--- config.mk ---
export PLATFORM = sky130hd
export DESIGN_NAME = digital_input_spi_serializer
export DESIGN_NICKNAME = d
export VERILOG_FILES = /design/src/hdl/serializer_pkg.sv /design/src/hdl/sample_fifo.sv /design/src/hdl/digital_input_spi_serializer.sv
export VERILOG_INCLUDE_DIRS = /design/src /design/src/hdl
export SDC_FILE = /design/constraint.sdc
export NUM_CORES = 1
export LEC_CHECK = 0
export ABC_AREA = 0
export BUFFER_PORTS_ARGS = -buffer_cell sky130_fd_sc_hd__buf_2
export CORE_MARGIN = 5
export CORE_UTILIZATION = 30
export CTS_CLUSTER_DIAMETER = 60
export CTS_CLUSTER_SIZE = 16
export DETAILED_ROUTE_END_ITERATION = 12
export HOLD_SLACK_MARGIN = 0.02
export PLACE_DENSITY_LB_ADDON = 0.1
export SETUP_SLACK_MARGIN = 0.02
export SLEW_MARGIN = 10
export SYNTH_ARGS = -nofsm -noshare
export SYNTH_HDL_FRONTEND = slang
export SYNTH_SLANG_ARGS = --single-unit
export TNS_END_PERCENT = 1
--- constraint.sdc ---
create_clock -name clock -period 4.2 [get_ports clock]
set_input_delay 0.63 -clock clock [delete_from_list [all_inputs] [get_ports clock]]
set_output_delay 0.63 -clock clock [all_outputs]
set_load 0.02 [all_outputs]
--- src/hdl/serializer_defines.svh ---
`ifndef SERIALIZER_DEFINES_SVH
`define SERIALIZER_DEFINES_SVH

// frame lengths in bits
`define FRAME_LEN_LONG      5'h10
`define FRAME_LEN_SHORT     5'h08
`define BIT_CNT_W           5

// level of the select pin that picks the long frame
`define LONG_FRAME_LEVEL    1'b0

// field positions of the long frame
`define POS_STATES_HI       15
`define POS_STATES_LO       8
`define POS_UVA             7
`define POS_OTA             6
`define POS_PC1             5
`define POS_PC4             2
`define POS_STOP_LOW        1
`define POS_STOP_HIGH       0

// fixed stop bit levels
`define STOP_LOW_VAL        1'b0
`define STOP_HIGH_VAL       1'b1

// alarm reset levels (inactive)
`define ALARM_RESET_N       1'b1

// width of the parity source field: states, alarms
`define PARITY_SRC_W        10
`define PARITY_CNT          4

// reset values
`define WORD_RESET          16'h0000
`define STATES_RESET        8'h00

`endif

--- src/hdl/serializer_pkg.sv ---
package serializer_pkg;

  // pins sampled from outside the clock domain
  typedef struct packed {
    logic       cs_n;
    logic       sck;
    logic       mosi;
    logic       frame_length_select_pin;
    logic       bus_below_on;
    logic       bus_above_off;
    logic       temp_above_on;
    logic       temp_below_off;
    logic       bus_below_por;
    logic       vdd_below_por;
    logic [7:0] input_states;
  } pin_bundle_t;

  // one transmitted long frame, first bit on top
  typedef struct packed {
    logic [7:0] input_states;
    logic       bus_undervoltage_alarm_n;
    logic       overtemperature_alarm_n;
    logic [3:0] parity;
    logic       stop_low;
    logic       stop_high;
  } frame_word_t;

  // data-out drive for one pin pair
  typedef struct packed {
    logic miso;
    logic miso_oe_n;
    logic miso_n;
    logic miso_n_oe_n;
  } out_drive_t;

  typedef enum logic [1:0] {
    LINK_IDLE   = 2'b00,
    LINK_ACTIVE = 2'b01
  } link_state_t;

endpackage

--- src/hdl/sample_fifo.sv ---
`include "serializer_defines.svh"

// snapshot fifo between the input filters and the serializer
module sample_fifo #(
  parameter int WIDTH = 8,
  parameter int DEPTH = 32
) (
  input  wire logic             clock,
  input  wire logic             resetn,
  input  wire logic [WIDTH-1:0] in_data,
  input  wire logic             in_valid,
  output logic                  in_ready,
  output logic      [WIDTH-1:0] out_data,
  output logic                  out_valid,
  input  wire logic             out_ready
);

  localparam int AW = $clog2(DEPTH);

  if (DEPTH < 2 || (1 << AW) != DEPTH || WIDTH < 1) begin : g_chk
    $error("sample_fifo: depth must be a power of two >= 2");
  end

  logic [WIDTH-1:0] mem_reg [DEPTH];
  logic [AW-1:0]    wr_reg;
  logic [AW-1:0]    wr_next;
  logic [AW-1:0]    rd_reg;
  logic [AW-1:0]    rd_next;
  logic [AW:0]      count_reg;
  logic [AW:0]      count_next;
  logic             ready_next;
  logic             push;
  logic             pop;

  always_comb begin
    push       = in_valid && in_ready;
    pop        = out_valid && out_ready;
    wr_next    = push ? wr_reg + 1'b1 : wr_reg;
    rd_next    = pop ? rd_reg + 1'b1 : rd_reg;
    count_next = count_reg + (AW+1)'(push) - (AW+1)'(pop);
    ready_next = count_next != (AW+1)'(DEPTH);
  end

  always_ff @(posedge clock or negedge resetn) begin
    if (!resetn) begin
      wr_reg    <= '0;
      rd_reg    <= '0;
      count_reg <= '0;
      in_ready  <= 1'b1;
    end else begin
      wr_reg    <= wr_next;
      rd_reg    <= rd_next;
      count_reg <= count_next;
      in_ready  <= ready_next;
    end
  end

  always_ff @(posedge clock) begin
    if (push) begin
      mem_reg[wr_reg] <= in_data;
    end
  end

  assign out_valid = count_reg != '0;
  assign out_data  = mem_reg[rd_reg];

endmodule

--- src/hdl/digital_input_spi_serializer.sv ---
// Function
// - frame runs from chip select low to high; input states load at start
// - data-out shows the first bit at once when chip select falls
// - serial input sampled on each rising serial clock edge, mode 0
// - each falling serial clock edge shifts and drives next bit, msb first
// - select pin level picks 8 or 16 bit frame; 16 carries status
// - long frame bits 15..8 are input states 8..1, input 8 first
// - low byte: undervoltage, overtemperature, parity 1..4, stop low, high
// - undervoltage alarm low below on threshold, high above off threshold
// - overtemperature alarm low above on threshold, high below off one
// - four exclusive-nor parity bits sit in control bits 5 down to 2
// - without bus supply data-out is held low during any transfer
// - power-loss reset asserts on low bus or low logic supply
// - chip select high releases both data-out pins to high impedance
// - powered and selected, complement pin drives inverse of data-out
// - power loss and selected: data-out low, complement high
`include "serializer_defines.svh"

module digital_input_spi_serializer #(
  parameter int                         FIFO_DEPTH   = 32,
  parameter logic [4*`PARITY_SRC_W-1:0] PARITY_MASKS =
    {10'h2ab, 10'h1b3, 10'h0f8, 10'h307}
) (
  input  wire logic       clock,
  input  wire logic       resetn,
  // spi pins
  input  wire logic       cs_n,
  input  wire logic       sck,
  input  wire logic       mosi,
  output logic            miso,
  output logic            miso_oe_n,
  output logic            miso_n,
  output logic            miso_n_oe_n,
  // static frame length select
  input  wire logic       frame_length_select_pin,
  // analog comparator levels
  input  wire logic       bus_below_on,
  input  wire logic       bus_above_off,
  input  wire logic       temp_above_on,
  input  wire logic       temp_below_off,
  input  wire logic       bus_below_por,
  input  wire logic       vdd_below_por,
  // filtered input snapshots
  input  wire logic [7:0] input_states,
  input  wire logic       input_valid,
  output logic            input_ready,
  // word shifted in from the master
  output logic [15:0]     rx_word,
  output logic            rx_valid,
  // status
  output logic            bus_undervoltage_alarm_n,
  output logic            overtemperature_alarm_n,
  output logic            power_good
);

  if (FIFO_DEPTH < 2) begin : g_chk
    $error("digital_input_spi_serializer: fifo depth too small");
  end

  ////////////////////////////////////////////////////////////////////////////
  // pin synchroniser
  serializer_pkg::pin_bundle_t pins_raw;
  serializer_pkg::pin_bundle_t sync1_reg;
  serializer_pkg::pin_bundle_t sync2_reg;
  serializer_pkg::pin_bundle_t sync_next;
  logic                        cs_prev_reg;
  logic                        cs_prev_next;
  logic                        sck_prev_reg;
  logic                        sck_prev_next;

  always_comb begin
    pins_raw.cs_n                    = cs_n;
    pins_raw.sck                     = sck;
    pins_raw.mosi                    = mosi;
    pins_raw.frame_length_select_pin = frame_length_select_pin;
    pins_raw.bus_below_on            = bus_below_on;
    pins_raw.bus_above_off           = bus_above_off;
    pins_raw.temp_above_on           = temp_above_on;
    pins_raw.temp_below_off          = temp_below_off;
    pins_raw.bus_below_por           = bus_below_por;
    pins_raw.vdd_below_por           = vdd_below_por;
    pins_raw.input_states            = input_states;
    sync_next                        = sync1_reg;
    cs_prev_next                     = sync2_reg.cs_n;
    sck_prev_next                    = sync2_reg.sck;
  end

  always_ff @(posedge clock or negedge resetn) begin
    if (!resetn) begin
      sync1_reg    <= '{cs_n: 1'b1, default: '0};
      sync2_reg    <= '{cs_n: 1'b1, default: '0};
      cs_prev_reg  <= 1'b1;
      sck_prev_reg <= 1'b0;
    end else begin
      sync1_reg    <= pins_raw;
      sync2_reg    <= sync_next;
      cs_prev_reg  <= cs_prev_next;
      sck_prev_reg <= sck_prev_next;
    end
  end

  logic cs_fall;
  logic cs_rise;
  logic sck_rise;
  logic sck_fall;
  logic por_n;

  assign cs_fall  = cs_prev_reg && !sync2_reg.cs_n;
  assign cs_rise  = !cs_prev_reg && sync2_reg.cs_n;
  assign sck_rise = !sck_prev_reg && sync2_reg.sck;
  assign sck_fall = sck_prev_reg && !sync2_reg.sck;
  assign por_n    = !(sync2_reg.bus_below_por
                   || sync2_reg.vdd_below_por);

  ////////////////////////////////////////////////////////////////////////////
  // supply and temperature alarms with hysteresis
  logic uva_n_reg;
  logic uva_n_next;
  logic ota_n_reg;
  logic ota_n_next;
  logic good_next;

  always_comb begin
    uva_n_next = uva_n_reg;
    if (sync2_reg.bus_below_on) begin
      uva_n_next = 1'b0;
    end else if (sync2_reg.bus_above_off) begin
      uva_n_next = 1'b1;
    end
    ota_n_next = ota_n_reg;
    if (sync2_reg.temp_above_on) begin
      ota_n_next = 1'b0;
    end else if (sync2_reg.temp_below_off) begin
      ota_n_next = 1'b1;
    end
    good_next = por_n;
  end

  always_ff @(posedge clock or negedge resetn) begin
    if (!resetn) begin
      uva_n_reg  <= `ALARM_RESET_N;
      ota_n_reg  <= `ALARM_RESET_N;
      power_good <= 1'b0;
    end else begin
      uva_n_reg  <= uva_n_next;
      ota_n_reg  <= ota_n_next;
      power_good <= good_next;
    end
  end

  assign bus_undervoltage_alarm_n = uva_n_reg;
  assign overtemperature_alarm_n  = ota_n_reg;

  ////////////////////////////////////////////////////////////////////////////
  // snapshot fifo
  logic [7:0] fifo_data;
  logic       fifo_valid;
  logic       fifo_pop;

  sample_fifo #(
    .WIDTH (8),
    .DEPTH (FIFO_DEPTH)
  ) u_fifo (
    .clock     (clock),
    .resetn    (resetn),
    .in_data   (input_states),
    .in_valid  (input_valid),
    .in_ready  (input_ready),
    .out_data  (fifo_data),
    .out_valid (fifo_valid),
    .out_ready (fifo_pop)
  );

  ////////////////////////////////////////////////////////////////////////////
  // frame assembly
  logic [7:0]                  states_reg;
  logic [7:0]                  states_now;
  logic [`PARITY_SRC_W-1:0]    parity_src;
  logic [`PARITY_CNT-1:0]      parity;
  serializer_pkg::frame_word_t frame;

  always_comb begin
    states_now = fifo_valid ? fifo_data : states_reg;
    parity_src = {states_now, uva_n_reg, ota_n_reg};
    for (int i = 0; i < `PARITY_CNT; i++) begin
      parity[`PARITY_CNT-1-i] = ~^(parity_src
        & PARITY_MASKS[(`PARITY_CNT-1-i)*`PARITY_SRC_W +: `PARITY_SRC_W]);
    end
    frame.input_states             = states_now;
    frame.bus_undervoltage_alarm_n = uva_n_reg;
    frame.overtemperature_alarm_n  = ota_n_reg;
    frame.parity                   = parity;
    frame.stop_low                 = `STOP_LOW_VAL;
    frame.stop_high                = `STOP_HIGH_VAL;
  end

  ////////////////////////////////////////////////////////////////////////////
  // link state machine
  serializer_pkg::link_state_t state_reg;
  serializer_pkg::link_state_t state_next;
  logic [15:0]                 shift_reg;
  logic [15:0]                 shift_next;
  logic [15:0]                 rxsh_reg;
  logic [15:0]                 rxsh_next;
  logic                        mosi_cap_reg;
  logic                        mosi_cap_next;
  logic [`BIT_CNT_W-1:0]       cnt_reg;
  logic [`BIT_CNT_W-1:0]       cnt_next;
  logic [`BIT_CNT_W-1:0]       len_reg;
  logic [`BIT_CNT_W-1:0]       len_next;
  logic [7:0]                  states_next;
  logic [15:0]                 rx_word_next;
  logic                        rx_valid_next;

  always_comb begin
    state_next    = state_reg;
    shift_next    = shift_reg;
    rxsh_next     = rxsh_reg;
    mosi_cap_next = mosi_cap_reg;
    cnt_next      = cnt_reg;
    len_next      = len_reg;
    states_next   = states_reg;
    rx_word_next  = rx_word;
    rx_valid_next = 1'b0;
    fifo_pop      = 1'b0;
    unique case (state_reg)
      serializer_pkg::LINK_IDLE: begin
        if (cs_fall) begin
          state_next  = serializer_pkg::LINK_ACTIVE;
          fifo_pop    = fifo_valid;
          states_next = states_now;
          cnt_next    = '0;
          if (sync2_reg.frame_length_select_pin
              == `LONG_FRAME_LEVEL) begin
            len_next   = `FRAME_LEN_LONG;
            shift_next = frame;
          end else begin
            len_next   = `FRAME_LEN_SHORT;
            shift_next = {states_now, `STATES_RESET};
          end
        end
      end
      serializer_pkg::LINK_ACTIVE: begin
        if (cs_rise) begin
          state_next = serializer_pkg::LINK_IDLE;
          if (cnt_reg == len_reg) begin
            rx_word_next  = rxsh_reg;
            rx_valid_next = 1'b1;
          end
        end else begin
          if (sck_rise) begin
            mosi_cap_next = sync2_reg.mosi;
            rxsh_next     = {rxsh_reg[14:0], sync2_reg.mosi};
            if (cnt_reg != `FRAME_LEN_LONG) begin
              cnt_next = cnt_reg + 1'b1;
            end
          end
          if (sck_fall) begin
            shift_next = {shift_reg[14:0], mosi_cap_reg};
          end
        end
      end
    endcase
  end

  always_ff @(posedge clock or negedge resetn) begin
    if (!resetn) begin
      state_reg    <= serializer_pkg::LINK_IDLE;
      shift_reg    <= `WORD_RESET;
      rxsh_reg     <= `WORD_RESET;
      mosi_cap_reg <= 1'b0;
      cnt_reg      <= '0;
      len_reg      <= `FRAME_LEN_LONG;
      states_reg   <= `STATES_RESET;
      rx_word      <= `WORD_RESET;
      rx_valid     <= 1'b0;
    end else begin
      state_reg    <= state_next;
      shift_reg    <= shift_next;
      rxsh_reg     <= rxsh_next;
      mosi_cap_reg <= mosi_cap_next;
      cnt_reg      <= cnt_next;
      len_reg      <= len_next;
      states_reg   <= states_next;
      rx_word      <= rx_word_next;
      rx_valid     <= rx_valid_next;
    end
  end

  ////////////////////////////////////////////////////////////////////////////
  // output drivers, registered from next state
  serializer_pkg::out_drive_t drive_next;

  always_comb begin
    drive_next.miso        = 1'b0;
    drive_next.miso_n      = 1'b1;
    drive_next.miso_oe_n   = 1'b1;
    drive_next.miso_n_oe_n = 1'b1;
    if (state_next == serializer_pkg::LINK_ACTIVE) begin
      drive_next.miso_oe_n   = 1'b0;
      drive_next.miso_n_oe_n = 1'b0;
      if (por_n) begin
        drive_next.miso   = shift_next[`POS_STATES_HI];
        drive_next.miso_n = !shift_next[`POS_STATES_HI];
      end else begin
        drive_next.miso   = 1'b0;
        drive_next.miso_n = 1'b1;
      end
    end
  end

  always_ff @(posedge clock or negedge resetn) begin
    if (!resetn) begin
      miso        <= 1'b0;
      miso_n      <= 1'b1;
      miso_oe_n   <= 1'b1;
      miso_n_oe_n <= 1'b1;
    end else begin
      miso        <= drive_next.miso;
      miso_n      <= drive_next.miso_n;
      miso_oe_n   <= drive_next.miso_oe_n;
      miso_n_oe_n <= drive_next.miso_n_oe_n;
    end
  end

endmodule

==> metrics, run 1 <==
VDD IR max 0.2839 mV; Hold Buf Count CTS 0; setup TNS 0 ns; Post-Syn Nets 907; status completed; internal power 7.475 mW; H-tree levels 2; Initial Util 0.3015; fin. max-slew vios 0; Clock Latency Late Sink 0.56 ns; clock buffer depth 3; Top Family by Delay on Critical Path compound AO/OA/AOI/OAI gates; IO Pins 46; number of global-route vias before repair 8060; placer's final routability congestion estimate 0.7276; DR vias/cell 4.636; CP Launch Type flop; largest net degree at the start of global routing 58; WL/cell 21.17 µm; DRC Markers 0; ANT cells 0; antenna violations before repair 0; total track usage 0.1313; clk_skew 0.02198 ns; final period demand of the worst path 3.432 ns; critical path class reg2reg; Slew headroom 0.3274; Die Y-Extent 231.3 µm; CP required 4.68 ns; crit path max-delay cell type dfrtp_4; DP HPWL 22190 µm; Core ar. 48750 µm²; Least-Margin Pin Slew 1.009 ns; fin crit share 0.8170; Crit path depth 9; PortBufs 45; PD cells 649.9 nW/µm²; Clock power frac 0.300; Max Freq 291.4 MHz; Starting DRT DRC Count 394; Die W 231.3 µm; Pleak 6.189 nW; Most used DFF post-synth edfxtp_1; EDFF count, synth 256; Synth Warn # 0; postcts setup bufs 0; final WL 34690 µm; Max Cap Viol 0; DRT Pass-1 Iters 5; slowest stage delay, CP 0.80 ns; first-pass GRT wire length 52830 µm; Post-Layout Cell Count 1639; synthesized flop and latch total 367; Post-Syn Area per Cell 16.89 µm²; clock-pin slew on the worst setup and hold paths 0.06 ns; WP buf/inv 1; ANT nets after route 0; sequential power share 0.429; sw frac 0.3234; FFs w/ async S/R, synth 0.3025; Reg2Reg Depth 9; max FFs per register 256; Num Clock Sinks 367; Synth cell types 70; worst-path cell chain buf_4 -> mux2_2 -> a221oi_1 -> nand3_1 -> a211o_1 -> and2_1 -> xnor2_2 -> a2111oi_0 -> nand3b_1; CTS Buf Count 38; layout cells sized above 1 0.2462; global route overflow 0; Syn Inst Count 870; sw power 3.574 mW; Netlist Area Pre-Place 14700 µm²; maximum fanout along the worst path 30; unrepaired setup endpoints after global routing false; Gate power share 0.272; vias 7599; Seq/Total Area, Yosys 0.7129; TritonCTS clock tree done; CP Capture Type flop; # setup viols final 0; Critical Path AT 3.91 ns; Inst Count DP 1574; final hold viol count 0; Rows 81; layout overhead on the synthesized area 15.68%; post-cts sizing count 0; full die area 53510 µm²; fin nets 987; CTS root buf clkbuf_16; Worst Hold Class in2async
[path summary, 6_finish.rpt]
| kind | start | endpoint | slack, ns |
|---|---|---|---|
| max | u_fifo.rd_reg[0] | shift_reg[3] | 0.77 |
| min | resetn | sck_prev_reg | 0.17 |
| max reg2reg | u_fifo.rd_reg[0] | shift_reg[3] | 0.77 |
| min reg2reg | sync1_reg[10] | sync2_reg[10] | 0.34 |
| max in group asynchronous | resetn | bus_undervoltage_alarm_n | 3.18 |
| min in group clock | cs_n | sync1_reg[17] | 0.18 |
[cell type report]
| type | count | area [µm²] |
|---|---|---|
| Fill cell | 4689 | 31750 |
| Sequential cell | 367 | 10480 |
| Multi-Input combinational cell | 443 | 3923 |
| Clock buffer | 43 | 1001 |
| Tap cell | 664 | 830.8 |
| Timing Repair Buffer | 76 | 473.0 |
| Clock inverter | 22 | 201.4 |
| Inverter | 24 | 90.09 |
[power by group through the flow]
stage	clock [mW]	sequential (mW)	combinational, mW
final	3.31	4.74	3.00
after global routing	3.59	4.80	3.30
after CTS	3.45	4.76	3.07
after detailed placement	0	4.83	3.06
after global placement	0	4.83	3.07
after floorplan	0	4.52	2.36
[cells by family (layout without fill, tap and decap cells)]
family,Yosys count,after routing,synth area share
AOI/OAI and AO/OA,85,85,0.04232
xor gates and xnor gates,27,27,0.01711
DFF,367,367,0.7129
adders and majority gates,16,16,0.01413
and+or+nand+nor,206,206,0.06147
muxes,109,109,0.1311
buffers and inverters,60,165,0.02094
[routing by layer]
| metal | global-route usage | vias up | routed length [µm] |
|---|---|---|---|
| li1 | - | 3463 | - |
| met1 | 0.1829 | 3977 | 16130 |
| met2 | 0.2115 | 111 | 16470 |
| met3 | 0.02818 | 48 | 1356 |
| met4 | 0.03250 | 0 | 738 |
| met5 | 0 | - | 0 |
[Yosys cell counts, types with 3 or more instances]
cell type	count	area share
a21o_1	3	0.0015
a21oi_1	8	0.0027
a221oi_1	3	0.0018
a22o_1	3	0.0018
a22oi_1	16	0.0082
and2_1	4	0.0017
buf_2	12	0.0041
buf_4	5	0.0026
buf_6	5	0.0038
clkbuf_1	12	0.0031
dfrtp_1	102	0.17
dfstp_2	9	0.016
edfxtp_1	256	0.52
ha_1	15	0.013
inv_1	22	0.0056
mux2_2	28	0.021
mux2i_1	19	0.013
mux4_1	9	0.016
mux4_2	51	0.078
nand2_1	96	0.025
nand2b_1	7	0.0030
nand3_1	7	0.0024
nand3b_1	3	0.0015
nand4_1	5	0.0021
nor2_1	60	0.015
nor2b_1	6	0.0026
nor3_1	3	0.0010
o2111ai_1	3	0.0018
o21ai_0	19	0.0065
o21ai_1	3	0.0010
or3_1	3	0.0013
xnor2_1	13	0.0077
xor2_1	12	0.0072
[through the flow]
step / hold WS [ns] / power [mW] / util / instance area [µm²] / worst slack [ns]
after floorplan: 0.3312 / 6.886 / - / 14700 / 1.296
after global placement: 0.3382 / 7.897 / 0.3241 / 15800 / 0.7551
after detailed placement: 0.3372 / 7.889 / 0.3241 / 15800 / 0.7339
after CTS: 0.1387 / 11.28 / 0.3487 / 17000 / 0.6988
after global routing: 0.1408 / 11.69 / 0.3487 / 17000 / 0.4531
final: 0.1686 / 11.05 / 0.3487 / 17000 / 0.7685
[cell usage in the layout (no fill, tap or decap), drive strengths merged, types with 8 or more instances in the layout]
cell type	instances
edfxtp	256
dfrtp	102
nand2	96
buf	76
nor2	60
mux4	60
clkbuf	43
inv	30
mux2	28
o21ai	23
mux2i	21
a22oi	16
ha	15
xnor2	14
xor2	13
clkinv	10
dfstp	9
a21oi	8
Power figures use the tool's default switching activity.
==> run 2: changes to the inputs <==
ABC_AREA = 1   (was 0)
clock period = 3.3 ns   (was 4.2 ns; I/O delays follow)
==> run 2 against run 1 <==
Via count rose by 31%. Clock-buffer cell count did not move. Clock skew rose by 0.013 ns. Utilization up 0.49 points. Global-route usage increased by 1.6 points. Routed wire length is 18% higher. Register-to-register slack lost 0.41 ns. Largest power group unchanged.
==> metrics, run 2 <==
status completed; Critical Path AT 3.42 ns (-0.49 ns); Top cell by count, worst path inv_1; worst-path cell chain inv_1 -> nor2_1 -> inv_2 -> nor2_1 -> clkinv_1 -> nor2_2 -> ha_1 -> inv_1 -> ha_1 -> inv_1 -> fa_1 -> o21a_1 -> xor2_1 -> nor4_1 -> nand3_1; clock-pin slew on the worst setup and hold paths 0.07 ns (about the same); DP HPWL 25520 µm (+15%); Seq/Total Area, Yosys 0.6878 (-0.02507); FFs w/ async S/R, synth 0.3025 (unchanged); Crit path depth 15 (+6); Core ar. 50170 µm² (+2.9%); Pleak 7.001 nW (+13%); maximum fanout along the worst path 6 (-80%); commonest non-fill, non-tap cell in the layout nand2_1; Netlist Area Pre-Place 15230 µm² (+3.6%); global route overflow 0 (unchanged); IO Pins 46 (unchanged); fin crit share 0.8926 (+0.07562); Slew headroom 0.3528 (+0.02544); ANT cells 0 (unchanged); total track usage 0.1471 (+0.01578); CP Launch Type flop; Synth top area share 0.5047 (-0.01839); Num Clock Sinks 367 (unchanged); most frequent cells in the layout nand2_1, edfxtp_1, nor2_1, o21ai_0, nand3_1; Rows 82 (+1.2%); Synth cell types 41 (-41%); critical path class reg2reg; first-pass GRT wire length 63360 µm (+20%); antenna violations before repair 0 (unchanged); fin. max-slew vios 0 (unchanged); count leader, synth nand2_1; CP required 3.77 ns (-0.91 ns); # setup viols final 0 (unchanged); DRT Pass-1 Iters 5 (unchanged); VDD IR max 0.4923 mV (+73%); CTS Buf Count 37 (-2.6%); crit path max-delay cell type dfstp_2; EDFF count, synth 256 (unchanged); synthesized flop and latch total 367 (unchanged); layout overhead on the synthesized area 16.49%; final hold viol count 0 (unchanged); Starting DRT DRC Count 594 (+51%); vias 9931 (+31%); setup TNS 0 ns (unchanged); TritonCTS clock tree done; fin nets 1519 (+54%); H-tree levels 2 (unchanged); top post-synthesis cells by area edfxtp_1, dfrtp_1, nand2_1; PD cells 856.8 nW/µm² (+32%); CTS root buf clkbuf_16; Post-Syn Nets 1433 (+58%); Initial Util 0.3036 (+0.002126); DR vias/cell 4.553 (-1.8%); Most used DFF post-synth edfxtp_1; hold depth 1; Commonest cells post-synth nand2_1, edfxtp_1, nor2_1; Max Cap Viol 0 (unchanged); clock buffer depth 3 (unchanged); WL/cell 18.76 µm (-11%); slowest stage delay, CP 0.52 ns (-0.28 ns); Reg2Reg Depth 15 (+6); full die area 55380 µm² (+3.5%); DRC Markers 0 (unchanged); largest net degree at the start of global routing 79 (+36%); post-cts sizing count 0 (unchanged); placer's final routability congestion estimate 0.7375 (+1.4%); final period demand of the worst path 2.946 ns (-0.4858 ns); Least-Margin Pin Slew 0.9685 ns (-0.04051 ns); final WL 40910 µm (+18%); Max Freq 339.5 MHz (+16%); CP Capture Type flop; Die W 235.3 µm (+1.7%); number of global-route vias before repair 9863 (+22%); max FFs per register 256 (unchanged); WP buf/inv 5 (+4); PortBufs 45 (unchanged); largest area contributor in the netlist edfxtp_1; Inst Count DP 2110 (+34%); Synth Warn # 0 (unchanged); clk_skew 0.03463 ns (+0.01265 ns); Syn Inst Count 1396 (+60%); Top Family by Delay on Critical Path adder cells; Post-Syn Area per Cell 10.91 µm² (-35%); Die Y-Extent 235.3 µm (+1.7%); Worst Hold Class in2reg; layout cells sized above 1 0.1266 (-0.1196); unrepaired setup endpoints after global routing false; ANT nets after route 0 (unchanged); Post-Layout Cell Count 2181 (+33%); Clock Latency Late Sink 0.56 ns (about the same)
run 2: repair_timing:
item / CTS / global route
hold buffers: 5 / 0
endpoints found under the hold margin: 39 / 0
setup buffers: 0 / 0
run 2: area by class of cell:
| type | count | area, µm² |
|---|---|---|
| multi-input cells | 868 | 4014 |
| well taps | 672 | 840.8 |
| flip-flops and latches | 367 | 10480 |
| clock inverters | 23 | 291.5 |
| inverters | 103 | 387.9 |
| fillers | 5046 | 32430 |
| clock buffers | 43 | 973.4 |
| repair buffers | 105 | 753.2 |
run 2: through the flow:
stage	utilization	worst slack (ns)	hold WS, ns	cell area, µm²	total power [mW]
after floorplan	-	0.07769	0.1994	15230	9.219
after global placement	0.3274	0.3519	0.3327	16430	10.93
after CTS	0.3536	0.3118	0.02009	17740	15.50
after detailed placement	0.3274	0.3141	0.3347	16430	10.94
final	0.3536	0.3543	0.05783	17740	15.20
after global routing	0.3536	0.1006	0.02833	17740	16.29
run 2: kinds of logic (layout without fill, tap and decap cells):
kind of cell,count (synthesis),count (layout),synth area share
AND/OR/NAND/NOR,646,646,0.1723
XOR/XNOR,12,12,0.006900
AO/OA/AOI/OAI,194,194,0.07065
buffers and inverters,161,274,0.04863
flip-flops,367,367,0.6878
adder cells (fa/ha/maj),16,16,0.01364
run 2: worst reg2reg max path, cell delays in order (launching register included):
cell,delay (ns)
dfstp_2,0.52
inv_1,0.04
nor2_1,0.14
inv_2,0.09
nor2_1,0.20
clkinv_1,0.14
nor2_2,0.12
ha_1,0.24
inv_1,0.06
ha_1,0.15
inv_1,0.06
fa_1,0.43
o21a_1,0.22
xor2_1,0.15
nor4_1,0.22
nand3_1,0.10
run 2: path summary, 6_finish.rpt:
kind	slack (ns)	end	start
worst min-delay path	0.06	sync1_reg[8]	vdd_below_por
max in group asynchronous	1.96	len_reg[4]	resetn
worst max register to register	0.35	u_fifo.in_ready	cs_prev_reg
min in group asynchronous	0.49	shift_reg[14]	resetn
worst max-delay path	0.35	u_fifo.in_ready	cs_prev_reg
worst min register to register	0.35	sync2_reg[9]	sync1_reg[9]
run 2: metal layers:
metal | global-route usage | routed length, µm | vias to the layer above
met3 | 0.02261 | 1482 | 42
met4 | 0.03466 | 691 | 0
met5 | 0 | 0 | -
met2 | 0.2326 | 18930 | 138
li1 | - | - | 4896
met1 | 0.2147 | 19800 | 4855
run 2: where the power goes:
group | total (mW) | switching [mW] | internal [mW] | leakage, nW
Sequential | 5.82 | 0.314 | 5.51 | 3.70
Clock | 4.45 | 1.90 | 2.55 | 0.611
Combinational | 4.93 | 3.44 | 1.49 | 2.69
==> run 3: changes to the inputs <==
clock period = 2.4 ns   (was 3.3 ns; I/O delays follow)
==> run 3 against run 2 <==
The flow now finishes with violations (negative setup slack). Routed wire length decreased by 0.61%. Critical path depth is the same. Worst hold slack better by 0.24 ns. Via count grew 3.4%. Utilization grew 2.0 points. Die area stayed put. Cell count increased by 4.4%. Non-clock buffer count increased by 87. Clock skew decreased by 0.0058 ns. Global-route usage decreased by 0.15 points.
==> metrics, run 3 (synthesis results as in run 2) <==
PortBufs 45 (unchanged); post-route cell area 18740 µm² (+5.6%); PD cells 1190 nW/µm² (+39%); Initial Util 0.3036 (unchanged); unrepaired setup endpoints after global routing true; # setup viols final 2 (+2); fin. max-slew vios 0 (unchanged); CTS root buf clkbuf_16; Starting DRT DRC Count 709 (+19%); global route overflow 0 (unchanged); Die W 235.3 µm (unchanged); CP Launch Type flop; Pleak 7.525 nW (+7.5%); full die area 55380 µm² (unchanged); pre-CTS WS -0.2343 ns (-0.5484 ns); IO Pins 46 (unchanged); DR top layer met4; Final WS setup -0.1014 ns (-0.4557 ns); WHS Endpoint u_fifo.wr_reg[0]; Least-Margin Pin Slew 0.8452 ns (-0.1232 ns); Final Power 22.29 mW (+47%); vias 10270 (+3.4%); status finished, violations left; TritonCTS clock tree done; clock-pin slew on the worst setup and hold paths 0.07 ns (about the same); fin crit share 1.042 (+0.1496); CP Capture Type flop; Critical Path AT 2.99 ns (-0.43 ns); first-pass GRT wire length 63180 µm (-0.29%); hold_ws 0.2932 ns (+0.2353 ns); VDD IR max 0.6572 mV (+33%); clk_skew 0.02885 ns (-0.005783 ns); max FFs per register 256 (unchanged); DP HPWL 26780 µm (+4.9%); worst-path cell chain inv_2 -> nor2_4 -> inv_4 -> nor2_4 -> clkinv_4 -> nor2_4 -> ha_4 -> inv_2 -> ha_4 -> inv_2 -> fa_2 -> o21a_1 -> xor2_1 -> nor4_2 -> nand3_1; WL/cell 17.86 µm (-4.8%); DRC Markers 0 (unchanged); DRT Pass-1 Iters 5 (unchanged); CP required 2.89 ns (-0.88 ns); failing checks negative setup slack; total track usage 0.1456 (-0.001546); layout cells sized above 1 0.1953 (+0.06868); DR vias/cell 4.513 (-0.89%); largest net degree at the start of global routing 70 (-11%); slack of the worst reg-to-reg path -0.10 ns (-0.46 ns); CTS Buf Count 40 (+8.1%); final hold viol count 0 (unchanged); crit path max-delay cell type dfstp_2; placer's final routability congestion estimate 0.7425 (+0.68%); routed wl met3 1556 µm (+5.0%); maximum fanout along the worst path 2 (-4); hold depth 4 (+3); Rows 82 (unchanged); Max Cap Viol 0 (unchanged); Hold Startpoint input_valid; Slew headroom 0.4365 (+0.08371); final WL 40660 µm (-0.61%); RR Startpoint cs_prev_reg; commonest non-fill, non-tap cell in the layout nand2_1; H-tree levels 2 (unchanged); slowest stage delay, CP 0.52 ns (about the same); number of global-route vias before repair 10390 (+5.3%); critical path class reg2reg; Worst Hold Class in2reg; Reg2Reg Depth 15 (unchanged); Core ar. 50170 µm² (unchanged); final period demand of the worst path 2.501 ns (-0.4443 ns); Fillers 4994 (-1.0%); antenna violations before repair 0 (unchanged); wl on met1 19420 µm (-1.9%); Die Y-Extent 235.3 µm (unchanged); most frequent cells in the layout nand2_1, edfxtp_1, nor2_1, buf_4, o21ai_0; setup TNS -0.1339 ns (-0.1339 ns); clock buffer depth 3 (unchanged); Num Clock Sinks 367 (unchanged); fin nets 1609 (+5.9%); Clock Latency Late Sink 0.57 ns (about the same); Top Family by Delay on Critical Path adder cells; Max Freq 399.8 MHz (+18%); reg-to-reg critical path endpoint u_fifo.in_ready; ANT nets after route 0 (unchanged); WP buf/inv 5 (unchanged); routed wl met2 18780 µm (-0.81%); layout overhead on the synthesized area 23.02%; Placement Cell Area 17170 µm² (+4.5%)
-- run 3: cell type report --
| cell class | instances | area, µm² | area share |
|---|---|---|---|
| Tap cell | 672 | 840.8 | 0.04487 |
| Antenna cell | 1 | 2.502 | 0.0001336 |
| Multi-Input combinational cell | 868 | 4159 | 0.2220 |
| Clock buffer | 42 | 1018 | 0.05436 |
| Clock inverter | 31 | 316.6 | 0.01689 |
| Inverter | 103 | 397.9 | 0.02124 |
| Sequential cell | 367 | 10480 | 0.5594 |
| Timing Repair Buffer | 192 | 1520 | 0.08114 |
-- run 3: worst max-delay path by stage --
stage / startpoint / endpoint / slack (ns) / cells after the start
after floorplan: cs_prev_reg / u_fifo.in_ready / -0.39 / 16
after global placement: cs_prev_reg / u_fifo.in_ready / -0.23 / 15
after detailed placement: cs_prev_reg / u_fifo.in_ready / -0.23 / 15
after CTS: cs_prev_reg / u_fifo.in_ready / -0.14 / 15
after global routing: cs_prev_reg / u_fifo.in_ready / -0.24 / 15
final: cs_prev_reg / u_fifo.in_ready / -0.10 / 15
-- run 3: metal layers --
layer | vias up | global-route usage
met1 | 4964 | 0.2035
met3 | 52 | 0.02882
met4 | 0 | 0.03835
met2 | 157 | 0.2339
met5 | - | 0
li1 | 5098 | -
-- run 3: stage by stage --
step,utilization,std cells
6_report,0.3735,2276
5_1_grt,0.3734,2275
4_1_cts,0.3725,2275
3_5_place_dp,0.3423,2190
3_3_place_gp,0.3423,2190
2_1_floorplan,-,1396
-- run 3: power by group --
| part | leakage, nW | switching (mW) | internal (mW) | total (mW) |
|---|---|---|---|---|
| logic | 3.18 | 5.01 | 3.10 | 8.11 |
| clock network | 0.650 | 2.80 | 3.43 | 6.22 |
| registers | 3.70 | 0.381 | 7.58 | 7.96 |
| total | 7.53 | 8.19 | 14.1 | 22.3 |
-- run 3: worst register-to-register path, stage by stage, from the launching register on --
cell and delay (ns):
dfstp_2 0.52, inv_2 0.04, nor2_4 0.11, inv_4 0.05, nor2_4 0.11, clkinv_4 0.07, nor2_4 0.10, ha_4 0.20
inv_2 0.06, ha_4 0.13, inv_2 0.04, fa_2 0.33, o21a_1 0.19, xor2_1 0.18, nor4_2 0.21, nand3_1 0.11
-- run 3: timing repair --
| action | in CTS | in global routing |
|---|---|---|
| hold buffers | 11 | 0 |
| buffers inserted | 1 | 0 |
| gates resized for setup | 21 | 10 |
| setup endpoints to repair | 9 | 14 |
| endpoints found under the hold margin | 41 | 0 |
| pin swaps | 9 | 5 |
